$ cat config.mk
export PLATFORM = sky130hd
export DESIGN_NAME = mem_port_master
export DESIGN_NICKNAME = d
export VERILOG_FILES = /design/src/pkg/mem_port_pkg.sv /design/src/mem_port_master.sv /design/src/req_fifo.sv
export SDC_FILE = /design/constraint.sdc
export NUM_CORES = 2
export LEC_CHECK = 0
export ABC_CLOCK_PERIOD_IN_PS = 11600
export BUFFER_PORTS_ARGS = -buffer_cell sky130_fd_sc_hd__buf_2
export CAP_MARGIN = 0
export CORE_MARGIN = 2
export CORE_UTILIZATION = 54
export DETAILED_ROUTE_END_ITERATION = 16
export GPL_TIMING_DRIVEN = 1
export PLACE_DENSITY = 0.85
export SKIP_LAST_GASP = 1
export SLEW_MARGIN = 10
export SYNTH_ARGS = -nofsm -noshare
export SYNTH_HDL_FRONTEND = slang
export SYNTH_SLANG_ARGS = --single-unit
$ cat constraint.sdc
create_clock -name clk_i -period 11.6 [get_ports clk_i]
set_input_delay 1.16 -clock clk_i [delete_from_list [all_inputs] [get_ports clk_i]]
set_output_delay 1.16 -clock clk_i [all_outputs]
set_load 0.1 [all_outputs]
$ cat src/pkg/mem_port_pkg.sv
/*
  Shared constants and carrier types for the tagged split-transaction memory port master.
  Assumes the hub port runs on the same 200 MHz clock as the master logic.
*/
package mem_port_pkg;

  // bus clock and memory rates set the burst length and word width
  localparam int BUS_MHZ = 200;
  localparam int MEM_CLK_MHZ = 400;
  localparam int DDR_FACTOR = 2;
  localparam int IO_MHZ = MEM_CLK_MHZ * DDR_FACTOR;
  localparam int BURST_LEN = IO_MHZ / BUS_MHZ;
  localparam int DQ_PINS = 16;
  localparam int DATA_W = BURST_LEN * DQ_PINS;
  localparam int MASK_W = DATA_W / 8;
  localparam int ADR_W = 24;
  localparam int NUM_TAGS = 4;
  localparam int FIFO_DEPTH = 8;

  // user request: word address, direction, write data, byte enables (high = write byte)
  typedef struct packed {
    logic we;
    logic [ADR_W-1:0] adr;
    logic [DATA_W-1:0] wdata;
    logic [MASK_W-1:0] byte_en;
  } req_t;

  localparam int REQ_W = $bits(req_t);

endpackage

$ cat src/mem_port_master.sv
/*
  Bus master for one port of a tagged split-transaction memory hub: queues user requests,
  issues them with a held strobe, keeps issued tags, answers data-phase calls.
  Assumes the hub is logic on the same clock, so its outputs are read without synchronisers.
*/
// How it works
// - address driven in bus word units
// - write enable high write, low read
// - strobe and fields held until acknowledge
// - ack before strobe means accepted on rise
// - read lines ignored after write call
// - write data driven cycle after call
// - mask bit low writes that byte
// - idle write data and mask zero
// - burst length equals I/O over bus rate
// - word width is burst times pins
`timescale 1ns/1ps
`default_nettype none

module mem_port_master #(
  parameter int NUM_TAGS = mem_port_pkg::NUM_TAGS,
  parameter int FIFO_DEPTH = mem_port_pkg::FIFO_DEPTH,
  parameter int TAG_W = $clog2(NUM_TAGS)
) (
  input wire logic clk_i,
  input wire logic reset_i,
  input wire logic req_valid_i,
  output logic req_ready_o,
  input wire mem_port_pkg::req_t req_i,
  output logic rd_valid_o,
  output logic [mem_port_pkg::ADR_W-1:0] rd_adr_o,
  output logic [mem_port_pkg::DATA_W-1:0] rd_data_o,
  output logic wr_done_o,
  output logic stb_o,
  output logic [mem_port_pkg::ADR_W-1:0] adr_o,
  output logic we_o,
  input wire logic ack_i,
  input wire logic [TAG_W-1:0] tag_issue_i,
  input wire logic call_i,
  input wire logic [TAG_W-1:0] tag_call_i,
  input wire logic [mem_port_pkg::DATA_W-1:0] data_r_i,
  output logic [mem_port_pkg::DATA_W-1:0] data_w_o,
  output logic [mem_port_pkg::MASK_W-1:0] write_byte_mask_o
);

  typedef enum logic [0:0] {
    ST_IDLE = 1'b0,
    ST_ISSUE = 1'b1
  } issue_state_t;

  issue_state_t state_reg;
  issue_state_t state_next;

  // queued requests; the fifo's ready is the user's back-pressure
  logic fifo_valid;
  logic fifo_ready;
  logic [mem_port_pkg::REQ_W-1:0] fifo_data;
  mem_port_pkg::req_t head;
  logic in_ready;

  req_fifo #(
    .WIDTH(mem_port_pkg::REQ_W),
    .DEPTH(FIFO_DEPTH)
  ) req_fifo_inst (
    .clk_i(clk_i),
    .reset_i(reset_i),
    .in_valid_i(req_valid_i),
    .in_ready_o(in_ready),
    .in_data_i(req_i),
    .out_valid_o(fifo_valid),
    .out_ready_i(fifo_ready),
    .out_data_o(fifo_data)
  );

  assign head = mem_port_pkg::req_t'(fifo_data);

  // request currently on the strobe
  logic stb_reg;
  logic we_reg;
  logic [mem_port_pkg::ADR_W-1:0] adr_reg;
  logic [mem_port_pkg::DATA_W-1:0] cur_wdata_reg;
  logic [mem_port_pkg::MASK_W-1:0] cur_be_reg;

  // one entry per tag; a call for a tag with no valid entry, such as another master's, is ignored
  logic slot_valid_reg [NUM_TAGS];
  logic slot_we_reg [NUM_TAGS];
  logic [mem_port_pkg::ADR_W-1:0] slot_adr_reg [NUM_TAGS];
  logic [mem_port_pkg::DATA_W-1:0] slot_wdata_reg [NUM_TAGS];
  logic [mem_port_pkg::MASK_W-1:0] slot_be_reg [NUM_TAGS];

  // ack may already stand high when the strobe rises; that cycle is the acceptance
  wire accept = stb_reg && ack_i;
  wire call_hit = call_i && slot_valid_reg[tag_call_i];
  wire write_call = call_hit && slot_we_reg[tag_call_i];
  wire read_call = call_hit && !slot_we_reg[tag_call_i];
  wire [mem_port_pkg::DATA_W-1:0] hit_wdata = slot_wdata_reg[tag_call_i];
  wire [mem_port_pkg::MASK_W-1:0] hit_be = slot_be_reg[tag_call_i];
  wire [mem_port_pkg::ADR_W-1:0] hit_adr = slot_adr_reg[tag_call_i];
  wire load_next = fifo_valid && (state_reg == ST_IDLE || accept);

  assign fifo_ready = load_next;
  assign req_ready_o = in_ready;

  always_comb begin
    state_next = state_reg;
    case (state_reg)
      ST_IDLE: begin
        if (fifo_valid) state_next = ST_ISSUE;
      end
      ST_ISSUE: begin
        if (accept && !fifo_valid) state_next = ST_IDLE;
      end
      default: state_next = ST_IDLE;
    endcase
  end

  always_ff @(posedge clk_i) begin
    if (reset_i) begin
      state_reg <= ST_IDLE;
      stb_reg <= 1'b0;
      we_reg <= 1'b0;
      adr_reg <= '0;
      cur_wdata_reg <= '0;
      cur_be_reg <= '0;
    end else begin
      state_reg <= state_next;
      // strobe and fields change only on acceptance or from idle
      if (load_next) begin
        stb_reg <= 1'b1;
        we_reg <= head.we;
        adr_reg <= head.adr;
        cur_wdata_reg <= head.wdata;
        cur_be_reg <= head.byte_en;
      end else if (accept) begin
        stb_reg <= 1'b0;
      end
    end
  end

  // a tag freed by a call may be issued again in that same cycle, so set wins
  always_ff @(posedge clk_i) begin
    for (int i = 0; i < NUM_TAGS; i++) begin
      if (reset_i) begin
        slot_valid_reg[i] <= 1'b0;
        slot_we_reg[i] <= 1'b0;
        slot_adr_reg[i] <= '0;
        slot_wdata_reg[i] <= '0;
        slot_be_reg[i] <= '0;
      end else begin
        if (call_hit && tag_call_i == TAG_W'(i)) slot_valid_reg[i] <= 1'b0;
        if (accept && tag_issue_i == TAG_W'(i)) begin
          slot_valid_reg[i] <= 1'b1;
          slot_we_reg[i] <= we_reg;
          slot_adr_reg[i] <= adr_reg;
          slot_wdata_reg[i] <= cur_wdata_reg;
          slot_be_reg[i] <= cur_be_reg;
        end
      end
    end
  end

  // data phase
  logic [mem_port_pkg::DATA_W-1:0] data_w_reg;
  logic [mem_port_pkg::MASK_W-1:0] mask_reg;
  logic wr_done_reg;
  logic rd_pend_reg;
  logic [mem_port_pkg::ADR_W-1:0] rd_pend_adr_reg;
  logic rd_valid_reg;
  logic [mem_port_pkg::ADR_W-1:0] rd_adr_reg;
  logic [mem_port_pkg::DATA_W-1:0] rd_data_reg;

  always_ff @(posedge clk_i) begin
    if (reset_i) begin
      data_w_reg <= '0;
      mask_reg <= '0;
      wr_done_reg <= 1'b0;
      rd_pend_reg <= 1'b0;
      rd_pend_adr_reg <= '0;
      rd_valid_reg <= 1'b0;
      rd_adr_reg <= '0;
      rd_data_reg <= '0;
    end else begin
      // zero when idle so the controller can OR all masters together
      data_w_reg <= write_call ? hit_wdata : '0;
      mask_reg <= write_call ? ~hit_be : '0;
      wr_done_reg <= write_call;
      // read lines are only sampled after a read call, never after a write call
      rd_pend_reg <= read_call;
      rd_pend_adr_reg <= hit_adr;
      rd_valid_reg <= rd_pend_reg;
      if (rd_pend_reg) begin
        rd_data_reg <= data_r_i;
        rd_adr_reg <= rd_pend_adr_reg;
      end
    end
  end

  assign stb_o = stb_reg;
  assign we_o = we_reg;
  assign adr_o = adr_reg;
  assign data_w_o = data_w_reg;
  assign write_byte_mask_o = mask_reg;
  assign wr_done_o = wr_done_reg;
  assign rd_valid_o = rd_valid_reg;
  assign rd_adr_o = rd_adr_reg;
  assign rd_data_o = rd_data_reg;

  a_stb_hold_fields: assert property (@(posedge clk_i) disable iff (reset_i)
    stb_o && !ack_i |=> stb_o && $stable(adr_o) && $stable(we_o))
    else $error("strobe or request fields changed before acknowledge");

  a_accept_on_rise: assert property (@(posedge clk_i) disable iff (reset_i)
    $rose(stb_o) && ack_i |=> slot_valid_reg[$past(tag_issue_i)])
    else $error("request with ack already high not recorded");

  a_slot_direction: assert property (@(posedge clk_i) disable iff (reset_i)
    accept |=> slot_we_reg[$past(tag_issue_i)] == $past(we_o))
    else $error("stored direction differs from issued request");

  a_wdata_after_call: assert property (@(posedge clk_i) disable iff (reset_i)
    write_call |=> data_w_o == $past(hit_wdata) && wr_done_o)
    else $error("write data not driven the cycle after its call");

  a_mask_low_writes: assert property (@(posedge clk_i) disable iff (reset_i)
    write_call |=> write_byte_mask_o == ~$past(hit_be))
    else $error("write mask is not the inverse of the byte enables");

  a_idle_lines_zero: assert property (@(posedge clk_i) disable iff (reset_i)
    !$past(write_call) |-> data_w_o == '0 && write_byte_mask_o == '0)
    else $error("write data or mask not zero while idle");

  a_write_no_read: assert property (@(posedge clk_i) disable iff (reset_i)
    write_call |-> ##2 !rd_valid_o)
    else $error("read data taken after a write call");

  a_read_capture: assert property (@(posedge clk_i) disable iff (reset_i)
    read_call ##1 1'b1 |=> rd_valid_o && rd_data_o == $past(data_r_i))
    else $error("read data not returned two cycles after its call");

endmodule

`default_nettype wire

$ cat src/req_fifo.sv
/*
  Flip-flop FIFO with valid/ready on both sides and registered ready and empty flags.
  Assumes one synchronous active-high reset; depth of at least two.
*/
`timescale 1ns/1ps
`default_nettype none

module req_fifo #(
  parameter int WIDTH = 8,
  parameter int DEPTH = 8
) (
  input wire logic clk_i,
  input wire logic reset_i,
  input wire logic in_valid_i,
  output logic in_ready_o,
  input wire logic [WIDTH-1:0] in_data_i,
  output logic out_valid_o,
  input wire logic out_ready_i,
  output logic [WIDTH-1:0] out_data_o
);

  localparam int PTR_W = $clog2(DEPTH);
  localparam int CNT_W = $clog2(DEPTH + 1);
  localparam logic [PTR_W-1:0] LAST_PTR = PTR_W'(DEPTH - 1);
  localparam logic [CNT_W-1:0] FULL_CNT = CNT_W'(DEPTH);

  function automatic logic [PTR_W-1:0] next_ptr(input logic [PTR_W-1:0] p);
    next_ptr = (p == LAST_PTR) ? '0 : p + 1'b1;
  endfunction

  logic [WIDTH-1:0] mem_reg [DEPTH];
  logic [PTR_W-1:0] wr_ptr_reg;
  logic [PTR_W-1:0] rd_ptr_reg;
  logic [CNT_W-1:0] count_reg;
  logic ready_reg;
  logic empty_reg;

  wire push = in_valid_i && ready_reg;
  wire pop = out_ready_i && !empty_reg;
  wire [CNT_W-1:0] count_next = (push && !pop) ? count_reg + 1'b1 :
                                (pop && !push) ? count_reg - 1'b1 : count_reg;

  // ready is kept as its own flop so the port reaches the user with no logic after it
  assign in_ready_o = ready_reg;
  assign out_valid_o = !empty_reg;
  assign out_data_o = mem_reg[rd_ptr_reg];

  always_ff @(posedge clk_i) begin
    if (push) begin
      mem_reg[wr_ptr_reg] <= in_data_i;
    end
  end

  always_ff @(posedge clk_i) begin
    if (reset_i) begin
      wr_ptr_reg <= '0;
      rd_ptr_reg <= '0;
      count_reg <= '0;
      ready_reg <= 1'b1;
      empty_reg <= 1'b1;
    end else begin
      if (push) wr_ptr_reg <= next_ptr(wr_ptr_reg);
      if (pop) rd_ptr_reg <= next_ptr(rd_ptr_reg);
      count_reg <= count_next;
      ready_reg <= (count_next != FULL_CNT);
      empty_reg <= (count_next == '0);
    end
  end

  a_fifo_count_bound: assert property (@(posedge clk_i) disable iff (reset_i)
    count_reg <= FULL_CNT && (ready_reg == (count_reg != FULL_CNT)))
    else $error("fifo count out of range or ready flag wrong");

endmodule

`default_nettype wire

== After elaboration in Yosys (flattened, before gate mapping) ==
Memories as Yosys holds them, arrays and structs flattened. A register that Yosys moved wholly into a read port is not among the register bits.
Cells that the tools add are included.
Storage, ports and cells
  bits of input ports: 170
  memory bits (writable): 1168
  memory bits (read-only): 0
  output and inout bits: 189
  flip-flop bits (word level): 113
  word-level logic and storage cells: 148
  memories: 6
  bits in latches: 0
Memory list
  req_fifo_inst.mem_reg: depth 8, width 97, rd ports 1, clocked after Yosys merged registers in 1, write ports 1, line req_fifo.sv:31  | logic [WIDTH-1:0] mem_reg [DEPTH];
  slot_wdata_reg: depth 4, width 64, rd ports 1, clocked after Yosys merged registers in 1, write ports 4, line mem_port_master.sv:88  | logic [mem_port_pkg::DATA_W-1:0] slot_wdata_reg [NUM_TAGS];
  slot_adr_reg: depth 4, width 24, rd ports 1, clocked after Yosys merged registers in 1, write ports 4, line mem_port_master.sv:87  | logic [mem_port_pkg::ADR_W-1:0] slot_adr_reg [NUM_TAGS];
  slot_be_reg: depth 4, width 8, rd ports 1, clocked after Yosys merged registers in 0, write ports 4, line mem_port_master.sv:89  | logic [mem_port_pkg::MASK_W-1:0] slot_be_reg [NUM_TAGS];
  slot_valid_reg: depth 4, width 1, rd ports 1, clocked after Yosys merged registers in 0, write ports 4, line mem_port_master.sv:85  | logic slot_valid_reg [NUM_TAGS];
  slot_we_reg: depth 4, width 1, rd ports 1, clocked after Yosys merged registers in 0, write ports 4, line mem_port_master.sv:86  | logic slot_we_reg [NUM_TAGS];
Cells by class
  multipliers: 0
  multiplexer cells: 61
  bitwise operators: 27
  $lt $le $gt $ge: 0
  reduce and logical (&&, ||, !) cells: 28
  add/subtract/negate cells: 4
  shift-type cells: 0
  div/mod/pow operators: 0
  eq/ne operators: 9
Operators by type and width (count)
  $mux W64: 4
  $mux W24: 4
  $mux W1: 44
  $mux W8: 4
  $or A1 B1 Y1: 24
  $logic_and A1 B1 Y1: 18
  $eq A2 B2 Y1 const B: 4
  $mux W4: 2
  $not A8 Y8: 1
  $add A3 B1 Y3 const B: 2
  $eq A3 B3 Y1 const B: 2
  $mux W3: 2
  $add A4 B1 Y4 const B: 1
  $eq A2 B1 Y1 const B: 2
  $logic_not A1 Y1: 4
  $logic_not A2 Y1: 2
  $logic_not A4 Y1: 1
  $ne A4 B4 Y1 const B: 1
  $sub A4 B1 Y4 const B: 1
  $not A1 Y1: 2
  $pmux W1 S2: 1
  $reduce_bool A2 Y1: 1
  $reduce_or A2 Y1: 1
  $logic_or A1 B1 Y1: 1

== Depth between registers and ports, before layout ==
  depth in word-level cells: 8
  mapped depth: 6
  mapped depth without buffers: 6

== By module ==
A second synthesis with hierarchy kept.
Unflattened totals
  cell total of the unflattened synthesis: 3130
  area total of the unflattened synthesis: 56605.5 um^2
By module, submodules not included
  req_fifo: area an instance 29831.1 um^2, seq. area each 23602.6 um^2, cells each 1208, times used 1
  mem_port_master: area an instance 26774.4 um^2, seq. area each 17496.8 um^2, cells each 1922, times used 1

== Worst setup path after synthesis ==
No wires, ideal clock.
  path kind: input to register
  from: input req_valid_i
  to: memory req_fifo_inst.mem_reg[0][0] in the netlist's numbering (enable)
  path buffers: 0
  path slack: 234 ps
  data required time: 10804 ps
  data arrival time: 10570 ps
  library setup time: 796 ps
  stages: 2
  path through: nand2_1 > nor4_1
Between the ends
  word-level cells in the longest chain between the ends: 3
Ends and longest elaborated chain
  start, declared: line mem_port_master.sv:27  | input wire logic req_valid_i,
  $logic_and A1 B1 Y1: line req_fifo.sv:38  | wire push = in_valid_i && ready_reg;
  $mux W1: line req_fifo.sv:49  | if (push) begin
  $mux W1 (not written as such): line req_fifo.sv:50  | mem_reg[wr_ptr_reg] <= in_data_i;
  end, declared: line req_fifo.sv:31
No other way between the ends.

==> results.txt <==
initial detailed-routing violation count: 3519
boundary pin count: 359
CTS Buf Count: 140
nets: 3525
Fin Hold WS: 471.2 ps
wire per inst: 26.03 um
Pwr Total: 12.83 mW
worst slew pin tran: 1163 ps
Die W: 324.6 um
routability cong.: 0.7871
register area share after synthesis: 73.94%
Clk pin slew, worst setup/hold paths: 60 ps
Max Cap Violations: 0
final setup vio count: 0
Clock Skews: 24.17 ps
internal reg-to-reg setup slack: 7460 ps
Area contributors post-synth: edfxtp_1 (63%), mux4_2 (12%), dfxtp_1 (11%), and2_1 (4.4%), mux2i_1 (3.4%)
Setup crit end kind: flip-flop
Post-CTS Hold Buffers: 0
fin crit period: 4136 ps
FFs w/ async S/R, synth: 0%
DPL Wire Length: 69580 um
Top FF cell, synth: edfxtp_1
placed cells: 4575
Setup TNS Final: 0 ps
Remaining DRCs: 0
vias per cell: 5.920
WHS Path Cells: 2
share of cells above drive strength 1: 26.57%
number of global-route vias before repair: 29013
clock sinks: 1466
Pre-antenna DRT Iters: 6
Max Transition Viols Final: 0
Setup crit end: cur_wdata_reg[29]
worst hold path type: flip-flop to flip-flop
largest net degree at the start of global routing: 107
CTS tree: done
Setup Fix Bufs, Post-CTS: 0
Worst slew margin: 22.49%
area delta synth->final: 13.84%
Gate Count Post-Synth: 2993
post-synth top area cell: edfxtp_1
die area: 0.1054 mm2
CP required: 12180 ps
DRT antenna net count: 0
status: completed
Core Area: 0.1019 mm2
Largest register FFs: 776
reg-to-reg endpoint: cur_wdata_reg[29]
die height: 324.6 um
f_max: 241.8 MHz
CP Max Fanout: 69
cell row count: 117
CP Launch Point: req_fifo_inst.rd_ptr_reg[1]
synth unique cells: 48
total track usage: 23.39%
vias: 28746
first-pass GRT wire length: 185100 um
IO Port Bufs: 358
clock latency on the worst-skew pair: 750 ps
H-tree Lvls: 4
IR drop worst, VDD: 0.1563 mV
clock root cell: clkbuf_16
Crit Reg-Reg Startpoint: req_fifo_inst.rd_ptr_reg[1]
endpoints failing hold: 0
total congestion overflow: 0
yosys warns: 0
Yosys top cell area share: 63.19%
Routed WL: 126400 um
placed inst area: 0.05854 mm2
post-route cell area: 0.06319 mm2
CP Data Arrival Time: 4720 ps
Avg Inst Size Synth: 18.54 um2
unrepaired setup endpoints after global routing: false
Initial Util: 54.48%
kind of start point of the critical path: flip-flop
post-synth net total: 3169
flop and latch count out of synthesis: 1466
initial antenna violation count: 40
Clock Path Buffers: 3
EDFF count, synth: 1168
Leak: 21.93 nW
Layout fillers: 6719
Mapped Area: 0.05550 mm2
reg2reg path depth: 6
power per cell area: 203.1 mW/mm2
post-cts sizing count: 0
Post-Layout Cell Count: 4856
Period Utilization, post-route: 35.65%
critical path class: flip-flop to flip-flop
[cell usage after synthesis, types with 2 or more instances]
library cell and number:
nand3_1 2, a41o_1 4, nand2_2 2, buf_4 3, mux2i_1 186, a21oi_1 8, o21bai_1 2, clkbuf_1 90
buf_2 46, nor2_1 203, buf_1 14, xor2_1 2, nor3_4 3, nand2_1 13, clkbuf_4 5, ha_1 6
dfxtp_1 298, edfxtp_1 1168, inv_1 6, nand2b_1 6, xnor2_1 2, buf_6 18, clkbuf_2 13, mux4_2 292
nor3_1 7, and3_1 64, a211oi_1 97, and2_1 388, nor2b_1 26
[cells in the final DEF (no fill, tap or decap), types with 13 or more instances in the layout]
cell type,n
mux4_2,292
clkbuf_16,141
buf_4,46
edfxtp_1,1168
clkbuf_1,44
buf_2,355
clkinv_1,18
nor2_1,199
mux2i_1,186
diode_2,22
clkinv_2,16
nand2_1,13
and2_1,388
dfxtp_1,294
and3_1,64
nor2b_1,26
a211oi_1,97
[routing by layer]
layer	track usage, %	vias to the layer above	part of all wire [%]
li1	-	12298	-
met1	31.78	14581	38
met2	37.55	1574	49
met3	5.123	261	9.3
met4	8.484	32	3.4
met5	0	-	0.16
[cell type report]
| class | count | area (um2) | share of cell area, % |
|---|---|---|---|
| Antenna cell | 22 | 55.05 | 0.08713 |
| Clock buffer | 192 | 3790 | 5.998 |
| Clock inverter | 67 | 802.0 | 1.269 |
| Inverter | 6 | 22.52 | 0.03564 |
| Multi-Input combinational cell | 1332 | 13600 | 21.53 |
| Sequential cell | 1466 | 41050 | 64.97 |
| Tap cell | 1368 | 1712 | 2.709 |
| Timing Repair Buffer | 403 | 2147 | 3.398 |
[cell families (layout without fill, tap and decap cells)]
group	count (synthesis)	in the layout	share of synthesized area (%)
multiplexers	478	478	15.20
XOR/XNOR	4	4	0.06313
AND/OR/NAND/NOR	723	723	7.261
AO/OA/AOI/OAI	121	121	1.650
adder cells (fa/ha/maj)	6	6	0.1353
buffers and inverters	195	668	1.749
flip-flops	1466	1466	73.94
other	0	22	0
[worst min path at each step]
stage              endpoint           startpoint  slack, ps
6_report       rd_adr_o[18]  rd_pend_adr_reg[18]        470
5_1_grt        rd_adr_o[22]  rd_pend_adr_reg[22]        480
4_1_cts        rd_adr_o[22]  rd_pend_adr_reg[22]        470
3_5_place_dp   rd_adr_o[10]  rd_pend_adr_reg[10]        460
3_3_place_gp   rd_adr_o[10]  rd_pend_adr_reg[10]        450
2_1_floorplan  rd_adr_o[14]  rd_pend_adr_reg[14]        440
[report_power, final]
part / internal [mW] / switching [mW]
logic: 0.713 / 1.22
registers: 6.02 / 0.339
clock network: 2.56 / 1.99
total: 9.29 / 3.54
[worst max-delay path, stage by stage, from the launching register on]
cell and delay (ps):
dfxtp_4 330, buf_4 740, buf_4 850, buf_4 900
mux4_2 390, mux2i_1 70, a211oi_1 490
[stage by stage]
step                      util, %  setup WS (ps)
after CTS                   61.96           7625
after global routing        62.00           7353
after detailed placement    57.45           7269
after global placement      57.45           7369
final                       62.01           7464
after floorplan                 -          234.0
(Power assumes the default switching activity.)
